==> src/shared/etp_pkg.sv <==
package etp_pkg;

    // register indices; byte address is four times the index
    localparam logic [9:0] IDX_MODE   = 10'h0c0;
    localparam logic [9:0] IDX_COUNT  = 10'h0c1;
    localparam logic [9:0] IDX_RELOAD = 10'h0c2;
    localparam logic [9:0] IDX_DUTY   = 10'h0c3;
    localparam logic [9:0] IDX_CHAN   = 10'h0c4;
    localparam logic [9:0] IDX_EXT    = 10'h0c5;
    localparam logic [9:0] IDX_CTRL   = 10'h0c6;

    // timer_mode fields
    localparam int MODE_RUN_BIT   = 7;
    localparam int MODE_PRESC_LSB = 4;
    localparam int MODE_ONEP_BIT  = 1;
    localparam int MODE_PWMEN_BIT = 0;

    // channel, extension and control fields
    localparam int CHAN_LSB      = 4;
    localparam int EXT_LSB       = 2;
    localparam int CTRL_FLAG_BIT = 0;
    localparam int CTRL_IEN_BIT  = 1;
    localparam int CTRL_CKS_BIT  = 2;

    // reset values
    localparam logic [7:0] RST_MODE   = 8'h00;
    localparam logic [7:0] RST_COUNT  = 8'h00;
    localparam logic [7:0] RST_RELOAD = 8'h00;
    localparam logic [7:0] RST_DUTY   = 8'h00;
    localparam logic [1:0] RST_CHAN   = 2'h0;
    localparam logic [1:0] RST_EXT    = 2'h0;

    localparam logic [7:0] FULL_SCALE = 8'hff;
    localparam int         PRESC_W    = 7;

    typedef struct packed {
        logic        run;
        logic [2:0]  presc;
        logic        onep;
        logic        pwm_en;
        logic [7:0]  count;
        logic [7:0]  reload;
        logic [7:0]  duty;
        logic [1:0]  chan;
        logic [1:0]  ext_sel;
        logic [1:0]  ext_act;
        logic [1:0]  phase;
        logic        comp;
        logic        flag;
        logic        ien;
        logic        cks;
        logic        pwm_lvl;
        logic        ack;
        logic [31:0] rdata;
    } etp_state_s;

endpackage

==> src/shared/etp_tick_if.sv <==
`timescale 1ns/1ps
interface etp_tick_if;
    logic       src_en;
    logic [2:0] sel;
    logic       tick;
    modport timer  (output src_en, output sel, input tick);
    modport presc  (input src_en, input sel, output tick);
endinterface

==> src/logic/etp_prescale.sv <==
`timescale 1ns/1ps
module etp_prescale (
    // clock and reset
    input  wire logic   clk_i,
    input  wire logic   rst_i,
    // tick carrier
    etp_tick_if.presc   tk
);

    typedef struct packed {
        logic [etp_pkg::PRESC_W-1:0] cnt;
    } etp_presc_s;

    etp_presc_s st_ff;
    etp_presc_s nxt_st;

    function automatic logic [etp_pkg::PRESC_W-1:0] etp_mask(input logic [2:0] sel);
        etp_mask = {etp_pkg::PRESC_W{1'b1}} >> sel;
    endfunction

    // divide by 128 down to 1
    assign tk.tick = tk.src_en && ((st_ff.cnt & etp_mask(tk.sel)) == etp_mask(tk.sel));

    always_comb begin
        nxt_st = st_ff;
        if (tk.src_en) begin
            nxt_st.cnt = st_ff.cnt + 1'b1;
        end
    end

    always_ff @(posedge clk_i) begin
        if (rst_i) begin
            st_ff <= '0;
        end else begin
            st_ff <= nxt_st;
        end
    end
endmodule // etp_prescale

==> src/logic/etp_timer.sv <==
// The Wishbone slave port was chosen for this implementation.
`timescale 1ns/1ps
// Contract
// - counter holds while run is 0, counts up one per tick while 1.
// - rollover from 0xff to the reload value sets overflow flag; only software clears it.
// - every overflow reloads counter from reload register, no enable bit.
// - reload writes are buffered and take effect only at next overflow.
// - with irq enable set, overflow raises the interrupt request.
// - clock source bit picks instruction clock (0) or fast oscillator (1).
// - prescale field 000..111 divides by 128,64,32,16,8,4,2,1.
// - counter spans 256 steps, one step per prescaled tick.
// - pwm enable 0 leaves pins gpio; 1 drives pwm on selected pins while run is 1.
// - each channel bit switches its pin to pwm; clear returns gpio.
// - one-pulse mode: one cycle, then flag set, pwm enable cleared.
// - extension builds period from four phases; off in one-pulse mode.
// - green mode keeps everything running, never wakes the system.
// - pwm high from reload, low when count equals duty, ends at overflow.
// - extension 00/01/10/11 adds counts in phases none/1/1,3/1,2,3; new setting after phase 3.
module etp_timer (
    // clock and reset
    input  wire logic        clk_i,
    input  wire logic        rst_i,
    // wishbone slave
    input  wire logic        cyc_i,
    input  wire logic        stb_i,
    input  wire logic        we_i,
    input  wire logic [11:0] adr_i,
    input  wire logic [3:0]  sel_i,
    input  wire logic [31:0] dat_i,
    output wire logic [31:0] dat_o,
    output wire logic        ack_o,
    // timer clock sources, one-cycle enables
    input  wire logic        fcpu_en_i,
    input  wire logic        fhosc_en_i,
    // gpio state of the shared pins
    input  wire logic [1:0]  gpio_out_i,
    input  wire logic [1:0]  gpio_oe_i,
    // shared pins and interrupt
    output wire logic [1:0]  pwm_pin_o,
    output wire logic [1:0]  pwm_pin_oe_o,
    output wire logic        irq_o
);

    etp_pkg::etp_state_s st_ff;
    etp_pkg::etp_state_s nxt_st;

    logic       req;
    logic       wr;
    logic       ovf;
    logic [9:0] idx;
    logic       wr_count;
    logic       wr_ctrl;
    logic       wr_mode;
    logic       need_comp;
    logic [1:0] chan_on;

    etp_tick_if tk ();

    etp_prescale u_presc (
        .clk_i (clk_i),
        .rst_i (rst_i),
        .tk    (tk)
    );

    function automatic logic etp_comp_phase(input logic [1:0] sel, input logic [1:0] ph);
        logic r;
        r = 1'b0;
        unique case (sel)
            2'h0: r = 1'b0;
            2'h1: r = (ph == 2'h1);
            2'h2: r = (ph == 2'h1) || (ph == 2'h3);
            2'h3: r = (ph != 2'h0);
        endcase
        return r;
    endfunction

    function automatic logic [31:0] etp_read(input etp_pkg::etp_state_s s, input logic [9:0] a);
        logic [31:0] r;
        r = 32'h0000_0000;
        if (a == etp_pkg::IDX_MODE) begin
            r[etp_pkg::MODE_RUN_BIT]                      = s.run;
            r[etp_pkg::MODE_PRESC_LSB +: 3]               = s.presc;
            r[etp_pkg::MODE_ONEP_BIT]                     = s.onep;
            r[etp_pkg::MODE_PWMEN_BIT]                    = s.pwm_en;
        end else if (a == etp_pkg::IDX_COUNT) begin
            r[7:0] = s.count;
        end else if (a == etp_pkg::IDX_DUTY) begin
            r[7:0] = s.duty;
        end else if (a == etp_pkg::IDX_CHAN) begin
            r[etp_pkg::CHAN_LSB +: 2] = s.chan;
        end else if (a == etp_pkg::IDX_EXT) begin
            r[etp_pkg::EXT_LSB +: 2] = s.ext_sel;
        end else if (a == etp_pkg::IDX_CTRL) begin
            r[etp_pkg::CTRL_FLAG_BIT] = s.flag;
            r[etp_pkg::CTRL_IEN_BIT]  = s.ien;
            r[etp_pkg::CTRL_CKS_BIT]  = s.cks;
        end
        return r;
    endfunction

    assign tk.src_en = st_ff.cks ? fhosc_en_i : fcpu_en_i;
    assign tk.sel    = st_ff.presc;

    assign req      = cyc_i && stb_i && !st_ff.ack;
    assign wr       = req && we_i && sel_i[0];
    assign idx      = adr_i[11:2];
    assign wr_count = wr && (idx == etp_pkg::IDX_COUNT);
    assign wr_ctrl  = wr && (idx == etp_pkg::IDX_CTRL);
    assign wr_mode  = wr && (idx == etp_pkg::IDX_MODE);

    assign need_comp = !st_ff.onep && etp_comp_phase(st_ff.ext_act, st_ff.phase);

    always_comb begin
        nxt_st     = st_ff;
        nxt_st.ack = req;
        ovf        = 1'b0;
        // green mode changes nothing here, no wake path exists
        if (st_ff.run && tk.tick) begin
            if (st_ff.count == etp_pkg::FULL_SCALE) begin
                // one extra high count before rollover
                if (need_comp && !st_ff.comp) begin
                    nxt_st.comp    = 1'b1;
                    nxt_st.pwm_lvl = 1'b1;
                end else begin
                    ovf         = 1'b1;
                    nxt_st.comp = 1'b0;
                end
            end else begin
                nxt_st.count = st_ff.count + 8'h01;
                if (nxt_st.count == st_ff.duty) begin
                    nxt_st.pwm_lvl = 1'b0;
                end
            end
        end
        if (ovf) begin
            // buffered reload value only used here
            nxt_st.count = st_ff.reload;
            nxt_st.flag  = 1'b1;
            // duty not above reload keeps it low
            nxt_st.pwm_lvl = (st_ff.duty > st_ff.reload);
            nxt_st.phase = st_ff.phase + 2'h1;
            // new extension only after full four phases
            if (st_ff.phase == 2'h3) begin
                nxt_st.ext_act = st_ff.ext_sel;
            end
            if (st_ff.onep && st_ff.pwm_en) begin
                nxt_st.pwm_en = 1'b0;
            end
        end
        if (wr) begin
            if (idx == etp_pkg::IDX_MODE) begin
                nxt_st.run    = dat_i[etp_pkg::MODE_RUN_BIT];
                nxt_st.presc  = dat_i[etp_pkg::MODE_PRESC_LSB +: 3];
                nxt_st.onep   = dat_i[etp_pkg::MODE_ONEP_BIT];
                nxt_st.pwm_en = dat_i[etp_pkg::MODE_PWMEN_BIT];
            end else if (idx == etp_pkg::IDX_COUNT) begin
                nxt_st.count = dat_i[7:0];
            end else if (idx == etp_pkg::IDX_RELOAD) begin
                nxt_st.reload = dat_i[7:0];
            end else if (idx == etp_pkg::IDX_DUTY) begin
                nxt_st.duty = dat_i[7:0];
            end else if (idx == etp_pkg::IDX_CHAN) begin
                nxt_st.chan = dat_i[etp_pkg::CHAN_LSB +: 2];
            end else if (idx == etp_pkg::IDX_EXT) begin
                nxt_st.ext_sel = dat_i[etp_pkg::EXT_LSB +: 2];
            end else if (idx == etp_pkg::IDX_CTRL) begin
                nxt_st.flag = ovf || (st_ff.flag && dat_i[etp_pkg::CTRL_FLAG_BIT]);
                nxt_st.ien  = dat_i[etp_pkg::CTRL_IEN_BIT];
                nxt_st.cks  = dat_i[etp_pkg::CTRL_CKS_BIT];
            end
        end
        nxt_st.rdata = req ? etp_read(st_ff, idx) : 32'h0000_0000;
    end

    always_ff @(posedge clk_i) begin
        if (rst_i) begin
            st_ff         <= '0;
            st_ff.run     <= etp_pkg::RST_MODE[etp_pkg::MODE_RUN_BIT];
            st_ff.presc   <= etp_pkg::RST_MODE[etp_pkg::MODE_PRESC_LSB +: 3];
            st_ff.onep    <= etp_pkg::RST_MODE[etp_pkg::MODE_ONEP_BIT];
            st_ff.pwm_en  <= etp_pkg::RST_MODE[etp_pkg::MODE_PWMEN_BIT];
            st_ff.count   <= etp_pkg::RST_COUNT;
            st_ff.reload  <= etp_pkg::RST_RELOAD;
            st_ff.duty    <= etp_pkg::RST_DUTY;
            st_ff.chan    <= etp_pkg::RST_CHAN;
            st_ff.ext_sel <= etp_pkg::RST_EXT;
            st_ff.ext_act <= etp_pkg::RST_EXT;
        end else begin
            st_ff <= nxt_st;
        end
    end

    // pwm only with enable and run
    assign chan_on      = {2{st_ff.pwm_en && st_ff.run}} & st_ff.chan;
    assign pwm_pin_o    = (chan_on & {2{st_ff.pwm_lvl}}) | (~chan_on & gpio_out_i);
    assign pwm_pin_oe_o = chan_on | gpio_oe_i;

    assign irq_o = st_ff.flag && st_ff.ien;
    assign dat_o = st_ff.rdata;
    assign ack_o = st_ff.ack;
endmodule // etp_timer

==> config.mk <==
export PLATFORM = sky130hd
export DESIGN_NAME = etp_timer
export DESIGN_NICKNAME = d
export VERILOG_FILES = /design/src/shared/etp_pkg.sv /design/src/shared/etp_tick_if.sv /design/src/logic/etp_prescale.sv /design/src/logic/etp_timer.sv
export SDC_FILE = /design/constraint.sdc
export NUM_CORES = 1
export LEC_CHECK = 0
export BUFFER_PORTS_ARGS = -buffer_cell sky130_fd_sc_hd__buf_2
export CORE_MARGIN = 1
export CORE_UTILIZATION = 30
export CTS_BUF_LIST = sky130_fd_sc_hd__clkbuf_4 sky130_fd_sc_hd__clkbuf_8 sky130_fd_sc_hd__clkbuf_16
export DETAILED_ROUTE_END_ITERATION = 6
export PLACE_DENSITY = 0.47
export SYNTH_ARGS = -nofsm -noshare
export SYNTH_HDL_FRONTEND = slang
export SYNTH_SLANG_ARGS = --single-unit
==> constraint.sdc <==
create_clock -name clk_i -period 5.5 [get_ports clk_i]
set_clock_uncertainty 0.2 [all_clocks]
set_input_delay 1.65 -clock clk_i [delete_from_list [all_inputs] [get_ports clk_i]]
set_output_delay 1.65 -clock clk_i [all_outputs]
set_load 0.01 [all_outputs]
# ---- Word-level counts from Yosys, hierarchy flattened
# Cells that the tools add are included.
dict set report totals {
  reg_bits 83
  input_bits 59
  output_inout_bits 38
}
dict set report op_classes {
  reduce_logical 32
  eq_ne 16
  n_shift 1
  bitwise_logic 14
  addsub 3
  n_mux 47
  n_lt_le_gt_ge 1
}
# cell n
set op_table {}
lappend op_table {{$eq 10x8->1 const B} 7}
lappend op_table {{$mux 8} 6}
lappend op_table {{$mux 29} 1}
lappend op_table {{$mux 28} 1}
lappend op_table {{$mux 3} 9}
lappend op_table {{$mux 20} 1}
lappend op_table {{$mux 1} 15}
lappend op_table {{$mux 2} 7}
lappend op_table {{$logic_and 1x1->1} 12}
lappend op_table {{$mux 12} 1}
lappend op_table {{$mux 4} 3}
lappend op_table {{$mux 9} 1}
lappend op_table {{$add 8x1->8 const B} 1}
lappend op_table {{$eq 8x8->1} 1}
lappend op_table {{$eq 8x8->1 const B} 1}
lappend op_table {{$gt 8x8->1} 1}
lappend op_table {{$reduce_and 8->1} 1}
lappend op_table {{$add 7x1->7 const B} 1}
lappend op_table {{$and 7x7->7} 1}
lappend op_table {{$eq 7x7->1} 1}
lappend op_table {{$not 1->1} 7}
lappend op_table {{$reduce_and 7->1} 1}
lappend op_table {{$shr 7x3->7 const A} 1}
lappend op_table {{$and 2x2->2} 3}
lappend op_table {{20 further kinds} 30}

# ---- Longest topological paths before layout
# Gate-level depths: netlist (run 1).
dict set report depth {
  ltp_word 17
  ltp_mapped 9
  depth_no_buf 8
}

# ---- Hierarchy
# A second synthesis (run 1) with hierarchy kept.
dict set report hier_totals {
  hier_cells 430
  hier_area_um2 3604.7
}
# mod n_inst seq_area_each_um2 area_each_um2 cells_each
set modules_own_cells {}
lappend modules_own_cells {etp_timer 1 1041.0 3258.1 391}
lappend modules_own_cells {etp_prescale 1 140.1 346.6 39}

# ---- Least setup slack after synthesis (run 1)
# No wires, ideal clock.
dict set report synth_path {
  path_kind {input -> output}
  startpoint {input gpio_out_i[0]}
  endpoint {output pwm_pin_o[0]}
  required_ns 3.650
  path_buffers 0
  cell_stages 1
  arrival_time_ns 1.925
  slack_ns 1.725
  path_cell_list {mux2_2}
}
dict set report synth_between {
  elab_chain_cells 2
}
# item line
set synth_lines {}
lappend synth_lines {{start: declaration} etp_timer.sv:36} ;# input wire logic [1:0] gpio_out_i,
lappend synth_lines {{$and 2x2->2} etp_timer.sv:195} ;# assign pwm_pin_o = (chan_on & {2{st_ff.pwm_lvl}}) | (~chan_on & gpio_out_i);
lappend synth_lines {{$or 2x2->2} etp_timer.sv:195}
lappend synth_lines {{end: declaration} etp_timer.sv:39} ;# output wire logic [1:0] pwm_pin_o,
# Every way passes these cells.

# ---- Worst setup path after layout (run 1)
dict set report layout_path {
  startpoint {input gpio_out_i[1]}
  endpoint {output pwm_pin_o[1]}
}
# The elaborated chain is that of the path after synthesis.

==> run_results.csv, run 1 <==
group,metric,value,unit
floorplan,start_util,30.8,%
power_and_ir_drop,peakVddDrop,0.105,mV
clock_network,cts_tree,"built",
clock_network,numCtsBuffers,9,
synthesis,synth.avg_cell_area,8.10,sq um
synthesis,ys_seq_elements,59,
drt,ant_nets,0,
clock_network,post-cts-setup-buffers,0,
worst_setup_path,required,3650,ps
sta,rsz0062_at_grt,"no",
sta,slew_headroom,49.1,%
worst_setup_path,arrival,2140,ps
synthesis,ys_seq_area_share,33.8,%
synthesis,yosysUniqueCellTypes,55,
clock_network,cts.htree.levels,3,
drt,viasPerCell,5.15,
synthesis,yosys_warnings,0,
sta,fin_crit,3990,ps
synthesis,synth-main-ff-cell,"dfxtp_1",
worst_setup_path,ff2ff_setup_slack,2800,ps
global_route,grt_pass1_wl,15300,microns
global_route,grt_start_max_net_pins,53,
drt,drt-total-wl,9630,microns
synthesis,ys_async_sr_fraction,0,%
final_layout,area_growth,12.8,%
place,gp_congestion,0.820,
global_route,track_usage,17.1,%
floorplan,core-area,11400,sq um
place,io_buffer_count,43,
drt,drc,0,
floorplan,die_x,110,microns
sta,setup_viol,0,
final_layout,stdcell_count,608,
synthesis,synth_edf_count,0,
floorplan,pin_count,97,
global_route,grt_pass1_vias,2842,
sta,max_freq,0.251,GHz
power_and_ir_drop,power,1050,uW
worst_setup_path,critPathLaunchType,"input port",
worst_setup_path,critical_path_class,"in -> out",
clock_network,hold_buffers,0,
power_and_ir_drop,p_leak,0.00154,uW
hold_path,hp-class,"reg -> reg",
clock_network,cts_resized,0,
final_layout,nNetsFinal,532,
sta,finalCritPeriodShare,72.5,%
drt,drtIter0Drc,169,
final_layout,drive_gt1_share,15.5,%
worst_setup_path,worstPathMaxFanout,1,
final_layout,utilization,34.7,%
global_route,overflow,0,
synthesis,synth_cells,432,
sta,fin_tns_setup,0,ps
clock_network,clock-sinks,59,
final_layout,num_antenna_cells,0,
floorplan,num_rows,39,
run,maxCapViolCount,0,
place,dp_cells,592,
sta,hold_viol_final,0,
sta,drv_slew,0,
sta,worst_pin_slew,764,ps
worst_setup_path,end_kind,"output port",
clock_network,root_buffer,"clkbuf_16",
final_layout,fillers,1220,
drt,drt-pass1-iter-count,5,
power_and_ir_drop,power.density,265,nW/um^2
place,dp_hpwl,7140,microns
clock_network,path_clk_slew,50,ps
synthesis,netlist_area,3500,sq um
clock_network,clockBufferDepth,2,
drt,vias,3131,
global_route,antenna_found_initial,0,
floorplan,dieArea,12100,sq um
drt,wl_per_cell,15.8,microns
floorplan,die_h,110,microns
status,status,"completed",
clock_network,clk_latency,330,ps
==> cell families (layout without fill, tap and decap cells) <==
kind of cell,count (synthesis),in the layout,share of synthesized area (%)
flops,59,59,33.8
fa+ha+maj,13,13,4.65
other cells,1,24,0.107
buf+inv,68,78,12.0
compound gates,95,95,17.6
simple gates,166,166,23.6
xor+xnor,14,14,3.50
mux,16,16,4.79
==> critical path, stage by stage <==
cell,delay [ps]
buf_2,90
mux2_2,250
buf_2,140
==> stage by stage <==
stage | area (sq um) | worst slack [ps] | hold slack, ps
final | 3950 | 1510 | 264
after global routing | 3950 | 1500 | 295
after CTS | 3950 | 1510 | 268
after detailed placement | 3650 | 1510 | 260
after global placement | 3650 | 1520 | 251
after floorplan | 3590 | 1720 | 231
==> synth_stat cells (4+ instances only) <==
library cell	instances	area [sq um]
nand2_1	35	131
dfxtp_1	59	1180
and3_1	4	25.0
clkbuf_1	12	45.0
a21oi_1	39	195
or3_1	4	25.0
o21ai_0	14	70.1
a211oi_1	5	37.5
xnor2_1	5	43.8
buf_6	4	45.0
nand3_1	34	170
inv_1	15	56.3
nor2_1	45	169
buf_4	33	248
a22oi_1	8	60.1
nand2b_1	4	25.0
nand4_1	7	43.8
nand3b_1	4	30.0
nor3_1	14	70.1
mux2i_1	13	130
ha_1	13	163
xor2_1	9	78.8
==> path summary, 6_finish.rpt <==
check                 from            to  depth (start not counted)
min              st_ff[37]     st_ff[37]                          2
max reg2reg      st_ff[62]     st_ff[67]                          6
max          gpio_out_i[1]  pwm_pin_o[1]                          3
min reg2reg      st_ff[37]     st_ff[37]                          2
==> flip-flops by register name (all words and copies together), names as in the netlist <==
name and cells:
dat_o 8, st_ff 40, tk.sel 3, u_presc.st_ff 7
ack_o 1
==> layout by cell type, fill, tap and decap left out, types with 3 or more instances in the layout <==
master / instances
dfxtp_1: 59
nor2_1: 45
buf_2: 43
a21oi_1: 39
nand2_1: 35
nand3_1: 34
conb_1: 24
inv_1: 15
o21ai_0: 14
nor3_1: 14
mux2i_1: 13
ha_1: 13
xor2_1: 9
clkbuf_16: 9
a22oi_1: 8
nand4_1: 7
xnor2_1: 5
a211oi_1: 5
nand2b_1: 4
and3_1: 4
nand3b_1: 4
or3_1: 4
buf_4: 4
and4_1: 3
o21a_1: 3
a311oi_1: 3
a222oi_1: 3
clkinv_2: 3
==> power breakdown <==
part	switching [uW]	leakage [uW]	total (uW)	internal (uW)
Sequential	2.55	0.000475	432	430
Clock	204	0.000149	569	365
Combinational	30.4	0.000919	45.6	15.2
Total	237	0.00154	1050	810
==> cell type report <==
type	count	area (sq um)	area share, %
multi-input cells	328	1990	50.3
flip-flops and latches	59	1180	29.9
inverters	15	56.3	1.43
clock inverters	5	52.6	1.33
repair buffers	47	245	6.21
well taps	143	179	4.53
clock buffers	11	246	6.25
==> metal layers <==
metal	part of all wire [%]	up-vias	global-route usage [%]
met5	0	-	0
met4	1.3	0	5.05
met3	4.4	10	4.06
met2	48	68	28.3
met1	46	1505	21.9
li1	-	1548	-
No activity file was read; power rests on OpenSTA's default activity.
==> inputs of run 2 (changes only) <==
--- a/config.mk
+++ b/config.mk
@@ -10,7 +10,7 @@
 export CORE_UTILIZATION = 30
 export CTS_BUF_LIST = sky130_fd_sc_hd__clkbuf_4 sky130_fd_sc_hd__clkbuf_8 sky130_fd_sc_hd__clkbuf_16
 export DETAILED_ROUTE_END_ITERATION = 6
-export PLACE_DENSITY = 0.47
+export PLACE_DENSITY = 0.49
 export SYNTH_ARGS = -nofsm -noshare
 export SYNTH_HDL_FRONTEND = slang
 export SYNTH_SLANG_ARGS = --single-unit
==> constraint.sdc (replaced) <==
create_clock -name clk_i -period 3.3 [get_ports clk_i]
set_clock_uncertainty 0.2 [all_clocks]
set_input_delay 0.99 -clock clk_i [delete_from_list [all_inputs] [get_ports clk_i]]
set_output_delay 0.99 -clock clk_i [all_outputs]
set_load 0.01 [all_outputs]
==> run 2 against run 1 <==
Non-clock buffer count up 7. Global-route usage down 0.48 points. Cell count up 0.99%. Combinational power up 68%. Critical path depth unchanged. Count of clock-buffer cells in the layout up 2. Setup slack worse by 870 ps. Hold slack worse by 2.5 ps. Largest cell class unchanged.
==> run_results.csv, run 2 (synthesis gave the netlist of run 1 again) <==
group,metric,value,unit
worst_setup_path,critPathLaunchType,"input port",
drt,viasPerCell,5.12,
clock_network,cts_tree,"built",
sta,fin_tns_setup,0,ps
floorplan,core-area,11400,sq um
place,io_buffer_count,43,
final_layout,area_growth,14.4,%
worst_setup_path,critical_path_class,"in -> out",
final_layout,fin_area,4000,sq um
floorplan,die_h,110,microns
global_route,antenna_found_initial,0,
hold_path,hp-class,"reg -> reg",
drt,drt-pass1-iter-count,4,
sta,fin_crit,2660,ps
drt,vias,3144,
drt,drt-total-wl,9410,microns
final_layout,drive_gt1_share,16.6,%
place,dp_hpwl,7230,microns
drt,drtIter0Drc,222,
status,status,"completed",
final_layout,nNetsFinal,539,
drt,drc,0,
sta,max_freq,0.376,GHz
power_and_ir_drop,peakVddDrop,0.251,mV
power_and_ir_drop,p_leak,0.00158,uW
sta,hold_viol_final,0,
sta,finalCritPeriodShare,80.6,%
drt,ant_nets,0,
sta,hold_ws,261,ps
final_layout,largest_reg_flops,40,
floorplan,num_rows,39,
floorplan,dieArea,12100,sq um
worst_setup_path,required,2110,ps
clock_network,hold_buffers,0,
sta,drv_slew,0,
final_layout,regMostFlops,"st_ff",
global_route,track_usage,16.6,%
global_route,grt_start_max_net_pins,41,
clock_network,cts.htree.levels,3,
final_layout,num_antenna_cells,0,
global_route,grt_pass1_vias,2864,
final_layout,fillers,1223,
floorplan,die_x,110,microns
clock_network,post-cts-setup-buffers,0,
worst_setup_path,worstPathMaxFanout,1,
place,dp_cells,599,
run,maxCapViolCount,0,
floorplan,pin_count,97,
final_layout,final_cell_mix,"dfxtp_1, nor2_1, buf_2",
clock_network,cts_resized,0,
drt,wl_per_cell,15.3,microns
clock_network,clk_latency,320,ps
clock_network,clockBufferDepth,2,
worst_setup_path,arrival,1470,ps
place,gp_congestion,0.814,
clock_network,path_clk_slew,50,ps
clock_network,clock-sinks,59,
final_layout,layout_commonest_cell,"dfxtp_1",
global_route,overflow,0,
floorplan,start_util,30.8,%
final_layout,stdcell_count,614,
sta,rsz0062_at_grt,"no",
global_route,grt_pass1_wl,15100,microns
worst_setup_path,end_kind,"output port",
sta,setup_viol,0,
place,placed_area,3700,sq um
clock_network,root_buffer,"clkbuf_16",
clock_network,numCtsBuffers,9,
power_and_ir_drop,power.density,436,nW/um^2
## run 2: where the power goes
group / internal (uW) / leakage (uW) / switching, uW
Combinational: 25.9 / 0.000953 / 50.5
Clock: 636 / 0.000153 / 313
Sequential: 717 / 0.000475 / 4.40
## run 2: path summary, 6_finish.rpt
kind / startpoint / to / slack, ps / cells after the start
setup / recovery: gpio_out_i[0] / pwm_pin_o[0] / 640 / 3
hold / removal: st_ff[37] / st_ff[37] / 260 / 2
setup reg to reg: st_ff[62] / st_ff[67] / 720 / 6
hold reg to reg: st_ff[37] / st_ff[37] / 260 / 2
## run 2: metal layers
| layer | vias up | wire length [microns] | global-route usage (%) | share of wire, % |
|---|---|---|---|---|
| met2 | 92 | 4510 | 27.7 | 48 |
| li1 | 1565 | - | - | - |
| met1 | 1469 | 4140 | 21.2 | 44 |
| met4 | 0 | 192 | 6.38 | 2.0 |
| met3 | 18 | 569 | 2.88 | 6.0 |
| met5 | - | 0 | 0 | 0 |
## run 2: layout make-up
cell class	instances	area, sq um	share of cell area [%]
Clock buffer	13	268	6.69
Timing Repair Buffer	54	298	7.44
Sequential cell	59	1180	29.5
Multi-Input combinational cell	328	1990	49.6
Tap cell	143	179	4.47
Clock inverter	2	35.0	0.875
Inverter	15	56.3	1.41
## run 2: worst max-delay path: stages
cell and delay, ps:
buf_2 100, mux2_2 250, buf_2 140
## run 2: per-stage QoR
stage	utilization [%]	worst slack, ps	total power [uW]
after floorplan	-	571	798
after global placement	32.5	337	811
after detailed placement	32.5	280	813
after CTS	35.2	636	1770
after global routing	35.2	478	1820
final	35.2	641	1750
==> inputs of run 3 (changes only) <==
--- a/config.mk
+++ b/config.mk
@@ -10,7 +10,7 @@
 export CORE_UTILIZATION = 30
 export CTS_BUF_LIST = sky130_fd_sc_hd__clkbuf_4 sky130_fd_sc_hd__clkbuf_8 sky130_fd_sc_hd__clkbuf_16
 export DETAILED_ROUTE_END_ITERATION = 6
-export PLACE_DENSITY = 0.49
+export PLACE_DENSITY = 0.47
 export SYNTH_ARGS = -nofsm -noshare
 export SYNTH_HDL_FRONTEND = slang
 export SYNTH_SLANG_ARGS = --single-unit
==> constraint.sdc (replaced) <==
create_clock -name clk_i -period 2.7 [get_ports clk_i]
set_clock_uncertainty 0.2 [all_clocks]
set_input_delay 0.81 -clock clk_i [delete_from_list [all_inputs] [get_ports clk_i]]
set_output_delay 0.81 -clock clk_i [all_outputs]
set_load 0.01 [all_outputs]
==> run 3 against run 2 <==
Combinational power is 28% higher. Critical path depth is the same. Global-route usage is 1.1 points higher. Wire length rose by 6.0%. Clock power grew 14%. First-iteration DRC count up 20%. Hold slack gained 9.2 ps. Setup slack got worse by 390 ps. Sequential power increased by 22%. Sequential share of layout area down 0.68 points. Utilization rose by 0.83 points. Via count increased by 2.7%.
==> run_results.csv, run 3 (synthesis gave the netlist of run 1 again) <==
group,metric,value,unit
drt,drt-pass1-iter-count,5,
place,io_buffer_count,43,
clock_network,cts_resized,0,
floorplan,dieArea,12100,sq um
sta,max_freq,0.408,GHz
floorplan,pin_count,97,
worst_setup_path,cp.depth,3,
drt,viasPerCell,5.13,
global_route,grt_pass1_vias,2947,
run,maxCapViolCount,0,
worst_setup_path,arrival,1440,ps
final_layout,nNetsFinal,554,
sta,hold_ws,270,ps
global_route,overflow,0,
worst_setup_path,worstPathMaxFanout,5,
global_route,global_route.usage.met2,28.3,%
final_layout,area_growth,17.1,%
global_route,grt_pass1_wl,15600,microns
status,status,"completed",
sta,finalCritPeriodShare,90.8,%
clock_network,post-cts-setup-buffers,0,
worst_setup_path,critPathLaunchType,"flop",
hold_path,hp-class,"reg -> reg",
floorplan,die_h,110,microns
worst_setup_path,cp_top_family,"flip-flops",
place,placed_area,3810,sq um
drt,vias,3228,
global_route,antenna_found_initial,0,
worst_setup_path,reg2reg_depth,9,
worst_setup_path,crit_path_max_incr_delay,490,ps
final_layout,layout_commonest_cell,"dfxtp_1",
global_route,grt-busiest-layer,"met2",
clock_network,cts.htree.levels,3,
power_and_ir_drop,power,2060,uW
sta,hold_viol_final,0,
worst_setup_path,critical_path_class,"reg -> out",
place,dp_hpwl,7600,microns
clock_network,path_clk_slew,50,ps
sta,drv_slew,0,
drt,drc,0,
final_layout,final_cell_mix,"dfxtp_1, nor2_1, buf_2",
global_route,met3_usage,4.00,%
worst_setup_path,required,1690,ps
floorplan,start_util,30.8,%
final_layout,fillers,1232,
final_layout,fin_area,4100,sq um
sta,setup_viol,0,
clock_network,clk_latency,330,ps
worst_setup_path,end_kind,"output port",
global_route,grt_start_max_net_pins,22,
final_layout,drive_gt1_share,19.1,%
hold_path,min_delay_path_depth,2,
worst_setup_path,crit_slowest_cell,"dfxtp_1",
drt,drtIter0Drc,266,
power_and_ir_drop,peakVddDrop,0.336,mV
final_layout,largest_reg_flops,40,
global_route,use_met1,22.6,%
floorplan,die_x,110,microns
drt,wl_per_cell,15.8,microns
drt,ant_nets,0,
sta,rsz0062_at_grt,"no",
floorplan,num_rows,39,
power_and_ir_drop,p_leak,0.00165,uW
clock_network,numCtsBuffers,9,
sta,fin_tns_setup,0,ps
global_route,track_usage,17.7,%
clock_network,hold_buffers,0,
power_and_ir_drop,power.density,504,nW/um^2
final_layout,utilization,36.0,%
clock_network,cts_tree,"built",
clock_network,clock-sinks,59,
drt,drt-total-wl,9970,microns
clock_network,clockBufferDepth,2,
worst_setup_path,cp_cell_sequence,"nand3_1 -> mux2_2 -> buf_2",
sta,fin_crit,2450,ps
final_layout,num_antenna_cells,0,
final_layout,regMostFlops,"st_ff",
place,gp_congestion,0.845,
floorplan,core-area,11400,sq um
worst_setup_path,path_buf_inv,1,
clock_network,root_buffer,"clkbuf_16",
## run 3: changes by cell type in the layout (fill, tap and decap cells not counted)
cell and change:
clkbuf_8 +1, clkinv_2 +1, clkbuf_4 -1, bufinv_16 -1, buf_4 +15
## run 3: worst paths after layout
kind                                 from           end  slack [ps]
worst min register to register  st_ff[37]     st_ff[37]         270
worst max register to register  st_ff[38]     st_ff[65]         320
worst min-delay path            st_ff[37]     st_ff[37]         270
worst max-delay path            st_ff[75]  pwm_pin_o[0]         250
## run 3: metrics by stage
stage	worst slack, ps	std cells
2_1_floorplan	151	455
3_3_place_gp	32.8	614
3_5_place_dp	22.6	614
4_1_cts	244	629
5_1_grt	178	629
6_report	250	629
## run 3: worst reg2reg max path: stages (launching register included)
cell      delay, ps
dfxtp_1         390
inv_1            70
ha_1            190
a311oi_1        290
and3_1          440
nor2_1           90
buf_4           180
o21a_1          180
o211ai_1        150
a21oi_1          80
## run 3: routing by layer
layer | vias to the layer above | routed length (microns)
met1 | 1515 | 4620
met2 | 106 | 4650
met3 | 16 | 522
met5 | - | 0
li1 | 1591 | -
met4 | 0 | 181
## run 3: cell type report
type                            instances  area [sq um]  share of cell area, %
Multi-Input combinational cell        328          1990                   48.5
Sequential cell                        59          1180                   28.8
Timing Repair Buffer                   69           410                   10.0
Clock buffer                           13           274                   6.69
Tap cell                              143           179                   4.37
Inverter                               15          56.3                   1.37
Clock inverter                          2          10.0                  0.244
## run 3: report_power, final
group	internal, uW	switching (uW)
logic	34.7	62.8
clock network	697	388
registers	876	5.18
total	1610	456
